### config.mk
export PLATFORM = sky130hd
export DESIGN_NAME = mem_port
export DESIGN_NICKNAME = d
export VERILOG_FILES = /design/src/mem_port_pkg.sv /design/src/mem_port.sv /design/src/irq_sampler.sv
export SDC_FILE = /design/constraint.sdc
export NUM_CORES = 1
export LEC_CHECK = 0
export BUFFER_PORTS_ARGS = -buffer_cell sky130_fd_sc_hd__buf_4
export CORE_UTILIZATION = 40
export CTS_CLUSTER_SIZE = 28
export DETAILED_ROUTE_END_ITERATION = 12
export PLACE_DENSITY = 0.73
export SLEW_MARGIN = 20
export SYNTH_ARGS = -nofsm -noshare
export SYNTH_HDL_FRONTEND = slang
export SYNTH_SLANG_ARGS = --single-unit
### constraint.sdc
create_clock -name ref_clk_i -period 1.4 [get_ports ref_clk_i]
set_input_delay 0.28 -clock ref_clk_i [delete_from_list [all_inputs] [get_ports ref_clk_i]]
set_output_delay 0.28 -clock ref_clk_i [all_outputs]
set_load 0.02 [all_outputs]
### src/mem_port_pkg.sv
// Package: constants and carrier types for the core memory and coprocessor bus port
package mem_port_pkg;

  // Transfer size encodings
  localparam logic [1:0] SIZE_BYTE     = 2'h0;
  localparam logic [1:0] SIZE_HALFWORD = 2'h1;
  localparam logic [1:0] SIZE_WORD     = 2'h2;
  localparam logic [1:0] SIZE_RESERVED = 2'h3;

  // Reset values
  localparam logic [31:0] DATA_RESET  = 32'h0000_0000;
  localparam logic [1:0]  SIZE_RESET  = SIZE_WORD;

  // Interrupt synchroniser depth for asynchronous requests
  localparam int unsigned IRQ_SYNC_STAGES = 2;

  // Request from the core pipeline for one memory cycle
  typedef struct packed {
    logic        valid;   // A memory cycle is requested
    logic        write;   // 1 write, 0 read
    logic        locked;  // Part of an atomic swap
    logic [1:0]  size;    // Requested transfer size
    logic [31:0] wdata;   // Write data
  } mem_req_t;

  // Result of a memory cycle
  typedef struct packed {
    logic        valid;   // Read data captured this cycle
    logic [31:0] rdata;   // Captured read data
  } mem_rsp_t;

  // Coprocessor handshake outcome
  typedef struct packed {
    logic done;       // Coprocessor accepted, handshake complete
    logic undefined;  // No coprocessor: undefined instruction trap
  } cop_result_t;

endpackage

### src/mem_port.sv
// Core external memory and coprocessor bus port
`timescale 1ns/1ps
// Behaviour
// Unidirectional write bus zero unless selected
// Write data held through falling edge
// Exported clock is memory or debug clock
// Locked output only during atomic swap
// Controller blocks other masters while locked
// Size codes byte, halfword, word; 11 reserved
// Size stable across the memory cycle
// Memory clock paces everything; wait stretches
// Drive coprocessor request low, await responses
// Absent at first edge: abort, undefined trap
// Present: wait for busy low, complete
// Bidirectional bus driven only with enable-in low
// Interrupts sampled per sync select
// Sample busy every edge while requesting
// Data output enable gates both output buses
// Enable-out low throughout write cycle
// Read from input bus when selected
// Reserved size code never driven
module mem_port #(
  parameter int unsigned DATA_W = 32
) (
  // Clock and reset
  input  wire logic                  ref_clk_i,
  input  wire logic                  rst_i,
  // Clocking control
  input  wire logic                  wait_stretch_n_i,
  input  wire logic                  debug_mode_i,
  input  wire logic                  debug_clock_i,
  // Core-side memory request and response
  input  wire mem_port_pkg::mem_req_t mem_req_i,
  output logic                       mem_accept_o,
  output mem_port_pkg::mem_rsp_t     mem_rsp_o,
  // Core-side coprocessor request and result
  input  wire logic                  cop_start_i,
  output mem_port_pkg::cop_result_t  cop_result_o,
  // Bus configuration inputs
  input  wire logic                  unidirectional_bus_select_i,
  input  wire logic                  data_output_enable_i,
  input  wire logic                  write_drive_enable_in_n_i,
  // Data buses
  input  wire logic [DATA_W-1:0]     data_in_i,
  input  wire logic [DATA_W-1:0]     data_bidir_i,
  output logic      [DATA_W-1:0]     data_bidir_o,
  output logic                       data_bidir_oe_o,
  output logic      [DATA_W-1:0]     data_out_o,
  // Cycle indications
  output logic      [1:0]            transfer_size_o,
  output logic                       locked_access_o,
  output logic                       write_cycle_enable_out_n_o,
  output logic                       exported_clock_o,
  // Coprocessor handshake
  output logic                       coproc_instruction_n_o,
  input  wire logic                  coproc_absent_i,
  input  wire logic                  coproc_busy_i,
  // Interrupts
  input  wire logic                  interrupt_sync_select_i,
  input  wire logic                  normal_interrupt_request_n_i,
  input  wire logic                  fast_interrupt_request_n_i,
  output logic                       irq_o,
  output logic                       fiq_o
);
  import mem_port_pkg::*;

  // Elaboration check on bus width
  if (DATA_W != 32) begin : g_bad_width
    $error("mem_port supports only a 32-bit data bus");
  end

  // Coprocessor handshake states
  typedef enum logic [1:0] {COP_IDLE, COP_PROBE, COP_BUSY} cop_state_t;

  // Memory cycle registers
  logic              active_reg;       // A memory cycle is in progress
  logic              active_next;
  logic              write_reg;        // Current cycle is a write
  logic              write_next;
  logic [1:0]        size_reg;         // Transfer size of current cycle
  logic [1:0]        size_next;
  logic              lock_reg;         // Locked access indication
  logic              lock_next;
  logic [DATA_W-1:0] wdata_reg;        // Write data being presented
  logic [DATA_W-1:0] wdata_next;
  logic [DATA_W-1:0] dout_reg;         // Unidirectional output bus
  logic [DATA_W-1:0] dout_next;
  logic [DATA_W-1:0] bidir_reg;        // Bidirectional output value
  logic [DATA_W-1:0] bidir_next;
  logic              bidir_oe_reg;     // Bidirectional drive enable
  logic              bidir_oe_next;
  logic              enout_n_reg;      // Write cycle enable output
  logic              enout_n_next;
  logic              accept_reg;       // Request taken this cycle
  logic              accept_next;
  mem_rsp_t          rsp_reg;          // Read response
  mem_rsp_t          rsp_next;
  logic              exported_clock_reg;         // Exported clock
  logic              exported_clock_next;
  // Coprocessor registers
  cop_state_t        cop_reg;
  cop_state_t        cop_next;
  logic              cpi_n_reg;        // Coprocessor request, active low
  logic              cpi_n_next;
  cop_result_t       cop_res_reg;
  cop_result_t       cop_res_next;

  // Size legaliser: never lets the reserved code reach the pins
  function automatic logic [1:0] legal_size(input logic [1:0] size);
    legal_size = (size == SIZE_RESERVED) ? SIZE_WORD : size;
  endfunction

  // Clock stretch: a low wait input holds the current cycle
  wire stall       = ~wait_stretch_n_i;
  wire take_req    = mem_req_i.valid & ~stall;
  wire cyc_write   = active_reg & write_reg;
  wire cyc_read    = active_reg & ~write_reg;
  // Output gating by bus select and data output enable
  wire uni_drive   = unidirectional_bus_select_i & data_output_enable_i;
  wire bidir_drive = cyc_write & data_output_enable_i & ~write_drive_enable_in_n_i;
  // Read source selection
  wire [DATA_W-1:0] read_src = unidirectional_bus_select_i ? data_in_i : data_bidir_i;

  // Memory cycle sequencing
  always_comb begin
    active_next = active_reg;
    write_next  = write_reg;
    size_next   = size_reg;
    lock_next   = lock_reg;
    wdata_next  = wdata_reg;
    accept_next = 1'b0;
    if (!stall) begin
      // Cycle ends at an unstretched edge; a new one may follow at once
      active_next = take_req;
      accept_next = take_req;
      if (take_req) begin
        write_next = mem_req_i.write;
        size_next  = legal_size(mem_req_i.size);
        lock_next  = mem_req_i.locked;
        wdata_next = mem_req_i.wdata;
      end else begin
        lock_next  = 1'b0;
      end
    end
  end

  // Data bus drive and read capture
  always_comb begin
    dout_next     = (cyc_write && uni_drive) ? wdata_reg : DATA_RESET;
    bidir_next    = wdata_reg;
    bidir_oe_next = bidir_drive;
    enout_n_next  = ~cyc_write;
    rsp_next      = '{valid: 1'b0, rdata: rsp_reg.rdata};
    if (cyc_read && !stall) begin
      rsp_next = '{valid: 1'b1, rdata: read_src};
    end
  end

  // Exported clock: toggles at the memory rate unless stretched or debugged
  always_comb begin
    if (debug_mode_i) begin
      exported_clock_next = debug_clock_i;
    end else if (stall) begin
      exported_clock_next = 1'b0;
    end else begin
      exported_clock_next = ~exported_clock_reg;
    end
  end

  // Coprocessor handshake
  always_comb begin
    cop_next     = cop_reg;
    cpi_n_next   = cpi_n_reg;
    cop_res_next = '{done: 1'b0, undefined: 1'b0};
    unique case (cop_reg)
      COP_IDLE: begin
        if (cop_start_i) begin
          cop_next   = COP_PROBE;
          cpi_n_next = 1'b0;
        end
      end
      COP_PROBE: begin
        if (!stall) begin
          if (coproc_absent_i) begin
            cop_next     = COP_IDLE;
            cpi_n_next   = 1'b1;
            cop_res_next = '{done: 1'b0, undefined: 1'b1};
          end else if (!coproc_busy_i) begin
            cop_next     = COP_IDLE;
            cpi_n_next   = 1'b1;
            cop_res_next = '{done: 1'b1, undefined: 1'b0};
          end else begin
            cop_next = COP_BUSY;
          end
        end
      end
      COP_BUSY: begin
        if (!stall && !coproc_busy_i) begin
          cop_next     = COP_IDLE;
          cpi_n_next   = 1'b1;
          cop_res_next = '{done: 1'b1, undefined: 1'b0};
        end
      end
      default: begin
        cop_next   = COP_IDLE;
        cpi_n_next = 1'b1;
      end
    endcase
  end

  // Cycle state registers
  always_ff @(posedge ref_clk_i) begin
    if (rst_i) begin
      active_reg <= 1'b0;
      write_reg  <= 1'b0;
      size_reg   <= SIZE_RESET;
      lock_reg   <= 1'b0;
      wdata_reg  <= DATA_RESET;
      accept_reg <= 1'b0;
    end else begin
      active_reg <= active_next;
      write_reg  <= write_next;
      size_reg   <= size_next;
      lock_reg   <= lock_next;
      wdata_reg  <= wdata_next;
      accept_reg <= accept_next;
    end
  end

  // Pin output registers
  always_ff @(posedge ref_clk_i) begin
    if (rst_i) begin
      dout_reg     <= DATA_RESET;
      bidir_reg    <= DATA_RESET;
      bidir_oe_reg <= 1'b0;
      enout_n_reg  <= 1'b1;
      rsp_reg      <= '0;
      exported_clock_reg     <= 1'b0;
    end else begin
      dout_reg     <= dout_next;
      bidir_reg    <= bidir_next;
      bidir_oe_reg <= bidir_oe_next;
      enout_n_reg  <= enout_n_next;
      rsp_reg      <= rsp_next;
      exported_clock_reg     <= exported_clock_next;
    end
  end

  // Coprocessor registers
  always_ff @(posedge ref_clk_i) begin
    if (rst_i) begin
      cop_reg     <= COP_IDLE;
      cpi_n_reg   <= 1'b1;
      cop_res_reg <= '0;
    end else begin
      cop_reg     <= cop_next;
      cpi_n_reg   <= cpi_n_next;
      cop_res_reg <= cop_res_next;
    end
  end

  // Interrupt request sampling
  irq_sampler u_irq (
    .ref_clk_i                    (ref_clk_i),
    .rst_i                        (rst_i),
    .interrupt_sync_select_i      (interrupt_sync_select_i),
    .normal_interrupt_request_n_i (normal_interrupt_request_n_i),
    .fast_interrupt_request_n_i   (fast_interrupt_request_n_i),
    .irq_o                        (irq_o),
    .fiq_o                        (fiq_o)
  );

  // Output connections, all from flip-flops
  assign mem_accept_o               = accept_reg;
  assign mem_rsp_o                  = rsp_reg;
  assign cop_result_o               = cop_res_reg;
  assign data_out_o                 = dout_reg;
  assign data_bidir_o               = bidir_reg;
  assign data_bidir_oe_o            = bidir_oe_reg;
  assign transfer_size_o            = size_reg;
  assign locked_access_o            = lock_reg;
  assign write_cycle_enable_out_n_o = enout_n_reg;
  assign exported_clock_o           = exported_clock_reg;
  assign coproc_instruction_n_o     = cpi_n_reg;
endmodule

### src/irq_sampler.sv
// Interrupt request sampler: direct or double-flop synchronised per sync select
`timescale 1ns/1ps
module irq_sampler (
  // Clock and reset
  input  wire logic ref_clk_i,
  input  wire logic rst_i,
  // Raw requests and mode
  input  wire logic interrupt_sync_select_i,
  input  wire logic normal_interrupt_request_n_i,
  input  wire logic fast_interrupt_request_n_i,
  // Sampled active-high requests
  output logic      irq_o,
  output logic      fiq_o
);
  import mem_port_pkg::*;

  logic [1:0] meta_reg;   // First synchroniser stage, read only by second
  logic [1:0] sync_reg;   // Second synchroniser stage
  logic [1:0] out_reg;    // Registered result
  wire  [1:0] raw_req = {~fast_interrupt_request_n_i, ~normal_interrupt_request_n_i};
  // Synchronous requests skip the synchroniser
  wire  [1:0] sel_req = interrupt_sync_select_i ? raw_req : sync_reg;

  // Synchroniser and output registers
  always_ff @(posedge ref_clk_i) begin
    if (rst_i) begin
      meta_reg <= 2'h0;
      sync_reg <= 2'h0;
      out_reg  <= 2'h0;
    end else begin
      meta_reg <= raw_req;
      sync_reg <= meta_reg;
      out_reg  <= sel_req;
    end
  end

  assign irq_o = out_reg[0];
  assign fiq_o = out_reg[1];
endmodule

* After elaboration in Yosys (flattened, before gate mapping) *
Index checks and enable logic that the tools add are counted.

word-level totals
  input port bits = 115
  bits in writable memories = 0
  output and inout port bits = 109
  bits in registers = 149
  ROM bits = 0
  memories kept = 0
  latch bits = 0
  logic and storage cells = 75

cells by class
  eq/ne operators = 7
  multiplexer cells = 24
  shifts and indexed selects = 0
  add/sub/neg operators = 0
  reduce and logical (&&, ||, !) cells = 10
  magnitude comparators = 0
  bitwise gates (word level) = 14
  multiply operators = 0
  div/mod/pow operators = 0

operator list
  cell                                                                   count
  33-bit two-way mux                                                     1
  32-bit two-way mux                                                     1
  2-bit two-way mux                                                      11
  1-bit two-way mux                                                      8
  1-bit NOT                                                              8
  1-bit AND                                                              6
  2-bit inequality test, second input constant                           3
  2-bit case mux with 3 select lines                                     1
  2-bit equality test, second input constant                             2
  2-bit case mux with 2 select lines                                     1
  4-bit AND reduction                                                    1
  2-bit OR reduction                                                     2
  1-bit logical AND                                                      3
  3-bit inequality test, second input constant                           1
  1-bit case mux with 3 select lines                                     1
  3-bit AND reduction                                                    1
  2-bit by 1-bit equality test with 1-bit output, second input constant  1
  2-bit logical NOT                                                      1
  2-bit AND reduction                                                    1
  1-bit logical NOT                                                      1

* Longest topological paths before layout *
  depth after elaboration = 4
  mapped depth = 5
  gate-level depth less buffers = 5

* By module *
From an unflattened synthesis, not the netlist that was laid out.

unflattened totals
  cell total of the unflattened synthesis = 435
  area total of the unflattened synthesis = 4904.7 um^2

modules (own cells, without submodules)
  module       area an instance (um^2)  instances  cells each  sequential area each (um^2)
  mem_port     4707.0                   1          419         2862.7
  irq_sampler  197.7                    1          16          120.1

* Least setup slack after synthesis *
No wires, ideal clock.

  path kind = reg-to-reg
  start = reg cop_reg[0]
  end = reg cop_reg[1]
  clock period less this slack = 1.321 ns
  stages on the path, launching flop included = 6
  arrival time = 1.194 ns
  setup slack = 0.079 ns
  setup time = 0.127 ns
  buffers on the path = 0
  cell sequence = dfxtp_1 > inv_1 > ha_1 > and2_1 > o41ai_1 > a21oi_1

between the ends
  cells in the longest elaborated chain, start to end = 3
  elaborated cells on any way between the ends = 8
  classes of those cells = 5 x eq/ne; 1 x mux; 2 x reduce/logical

RTL lines
  what                                         RTL line         source
  start: declaration                           mem_port.sv:101  cop_state_t cop_reg;
  start signal: assignment                     mem_port.sv:256  cop_reg <= cop_next;
  2-bit equality test (tied with other cells)  mem_port.sv:175  unique case (cop_reg)
  2-bit inequality test (no source line)       -
  3-bit AND reduction (no source line)         -

Parallel ways exist; a longest one is shown, timed or not.
A chain may end at the register's enable or synchronous reset.

* Worst setup path after layout *
  start = reg cop_reg[0]
  end = reg cop_reg[0]

The elaborated chain is that of the path after synthesis.

==> impl_results.md <==
* Vias at 3957
* Post-CTS Setup Repair Bufs at 0
* Sink Count at approximately 150
* Internal Power at approximately 0.0080 W
* DIE WIDTH at ~110 microns
* Clock Latency Late Sink at roughly 0.42 ns
* Tightest Pin Transition at roughly 0.36 ns
* Area Growth Syn to Fin at 49.9%
* Net Sw Frac at 0.228
* Non-Filler Instances at between 800 and 900
* Routed Wire Length at 12300 microns
* Cell area after synthesis at a little over 5000 sq um
* IO Count at around 220
* CP max FO at 3
* Syn_nets at 556
* Gate power share at 0.104
* Diodes inserted at 0
* Sequential share of power at 0.435
* # DRC at 0
* Post-synthesis cell count at 437
* Site Rows at 40
* GRT Total Usage at 0.189
* Avg Cell Area, Syn at 11.5 sq um
* Initial Utilization at 0.415
* NetSw at around 0.0024 W
* First-pass DRT Iterations at 4
* Drt wl/cell at 14.6 microns
* Max H-tree Level at 4
* Root buffer cell: clkbuf_16
* Post-synth cell types at 32
* Max cap viols at 0
* Pwr/cell area at approximately 1400 nW/um^2
* Clock slew at reported path FFs at about 0.060 ns
* RSZ-0062 raised after global routing: true
* Fmax achieved at 725 MHz
* Synth area leader: dfxtp_1
* Critical path data arrival time at 1.67 ns
* Setup TNS at 0 ns
* TritonCTS clock tree: yes
* Rel. slew slack at 0.760
* Largest net degree at the start of global routing at 67
* Status: completed
* Placed cell count at 810
* Area contributors post-synth: dfxtp_1 59%, mux2i_1 6.9%, o22a_1 5.6%
* Most used DFF post-synth: dfxtp_1
* Antenna Nets Post-Route at 0
* Critical Path RT at between 1.5 and 2 ns
* Antenna violations before repair at 0
* DRT iter0 DRCs at 163
* Post-CTS Hold Fix Bufs at 0
* Gpl congestion at 0.768
* Peak supply drop at just over 1 mV
* Tcrit/Tclk final at 0.985
* Yosys Warn Count at 0
* Final hold vios at 0
* Synthesis-stage register bit count at ~150
* Number of CTS-inserted buffers at 17
* Final Skew at between 0.004 and 0.005 ns
* Clk network pwr share at 0.461
* Total gr overflow at 0
* Critical Path Sink Type: flop
* EDFF count, synth at 0
* Vias in the first global route at between 3000 and 4000
* Synth top area share at 0.592
* # nets final at 780
* WS Path Type: flop to flop
* Fraction of registers with async set/reset at 0
* LEAKAGE at between 3 and 4 nW
* Fraction of layout cells with a size suffix above 1 at 0.438
* Input/output buffers at 223
* Max FFs per register at 33
* Startpoint types: flop
* Register area share after synthesis at 0.592
* Final worst path period need at about 1.4 ns
* CTS max path bufs at 2
* Pins Over Slew Limit at 0
* Fin util at 0.621
* Die Height at approximately 110 microns
* Std-Cell Core Area at between 10000 and 15000 sq um
* First-pass GRT wire length at around 19000 microns
* Hold Path Class: primary input to flop
* Avg Vias per Cell at around 4.7
* Finish-stage setup viols at 0
* Final HPWL DP at 8600 microns
* Die area at approximately 13000 sq um
[cell usage after synthesis, types with 2 or more instances]
library cell / instances
nand2_1: 5
and3_1: 2
a211oi_1: 15
mux2i_1: 35
and2_1: 33
buf_2: 14
nor2b_1: 39
dfxtp_1: 149
ha_1: 4
nor2_1: 40
and3b_1: 3
inv_1: 6
nand2b_1: 3
o211ai_1: 3
nand3_1: 2
o41ai_1: 2
clkbuf_1: 4
buf_6: 5
o22a_1: 32
a21oi_1: 8
a211oi_2: 17
buf_4: 6
[layout make-up]
class	count	area, sq um
fillers	1009	4610
flip-flops and latches	149	2990
multi-input cells	252	1870
repair buffers	235	1840
clock buffers	17	425
well taps	168	210
clock inverters	15	204
inverters	6	22.5
[timing repair]
| action | in CTS | in global routing |
|---|---|---|
| pin swaps | 0 | 3 |
| gates cloned | 0 | 0 |
| resized for setup | 5 | 4 |
| setup endpoints to repair | 3 | 3 |
[kinds of logic after synthesis]
| kind of cell | synth area share |
|---|---|
| AO/OA/AOI/OAI | 0.139 |
| adder cells (fa/ha/maj) | 0.00993 |
| buffers and inverters | 0.0429 |
| flip-flops | 0.592 |
| multiplexers | 0.0695 |
| AND/OR/NAND/NOR | 0.147 |
[layout by cell type (no fill, tap or decap)]
master      Yosys  routed
clkinvlp_4      0       3
a21oi_1         8       8
nand3b_1        1       1
inv_6           0       2
nand4b_1        1       1
a211oi_1       15      15
dfxtp_2         0       2
nor3_1          1       1
nor4_1          1       1
nand2_1         5       5
nand2_2         1       1
ha_1            4       1
inv_1           6       6
dfxtp_1       149     147
nor3b_1         1       1
nor2b_2         0       1
and3b_2         0       1
nand3_1         2       2
and3_1          2       2
ha_2            0       3
nor2_1         40      40
o41ai_2         0       2
nor2b_1        39      38
buf_4           6     229
o211ai_1        3       3
inv_8           0       1
mux2i_1        35      35
a21boi_1        0       1
clkinv_2        0       3
o22a_1         32      32
a211oi_2       17      17
clkinv_4        0       2
nand2b_1        3       3
nor2_4          1       1
a211o_1         1       1
and3b_1         3       2
and2_1         33      33
clkbuf_16       0      17
buf_12          0       6
bufinv_16       0       4
[through the flow]
step | cell area [sq um] | total power, W | hold slack [ns] | worst slack, ns
after floorplan | 5040 | 0.00514 | 0.347 | 0.0792
after detailed placement | 6900 | 0.00566 | 0.430 | -0.0901
after global placement | 6900 | 0.00563 | 0.425 | 0.0116
final | 7550 | 0.0104 | 0.0216 | 0.0208
after CTS | 7550 | 0.0104 | 0.000186 | 0.00942
after global routing | 7550 | 0.0108 | 0.00535 | -0.0431
[layer usage]
metal	GRT usage	wire, microns	vias up
li1	-	-	1954
met1	0.199	4900	1808
met2	0.319	5790	175
met3	0.101	1390	20
met4	0.0675	168	0
met5	0	0	-
[final timing paths]
check        slack [ns]                            to  cells after the start                         from
max                0.02       cop_reg[0]$_SDFFE_PP0P_                      5      cop_reg[0]$_SDFFE_PP0P_
max reg2reg        0.02       cop_reg[0]$_SDFFE_PP0P_                      5      cop_reg[0]$_SDFFE_PP0P_
min                0.02  u_irq.meta_reg[1]$_SDFF_PP0_                      2   fast_interrupt_request_n_i
min reg2reg        0.44     data_out_o[26]$_SDFF_PP0_                      1  bidir_next[26]$_SDFFE_PP0P_
[critical path: stages (launching register included)]
cell,delay [ns]
dfxtp_2,0.35
inv_1,0.08
ha_2,0.20
nor2b_2,0.17
o41ai_2,0.33
a21oi_1,0.11
[power groups by stage]
| stage | clock network (W) | logic [W] | registers, W |
|---|---|---|---|
| floorplan | 0 | 0.000433 | 0.00471 |
| global placement | 0 | 0.00104 | 0.00459 |
| detailed placement | 0 | 0.00107 | 0.00459 |
| CTS | 0.00486 | 0.00108 | 0.00450 |
| global route | 0.00507 | 0.00116 | 0.00452 |
| finish | 0.00477 | 0.00108 | 0.00450 |
No activity file was read; power rests on OpenSTA's default activity.
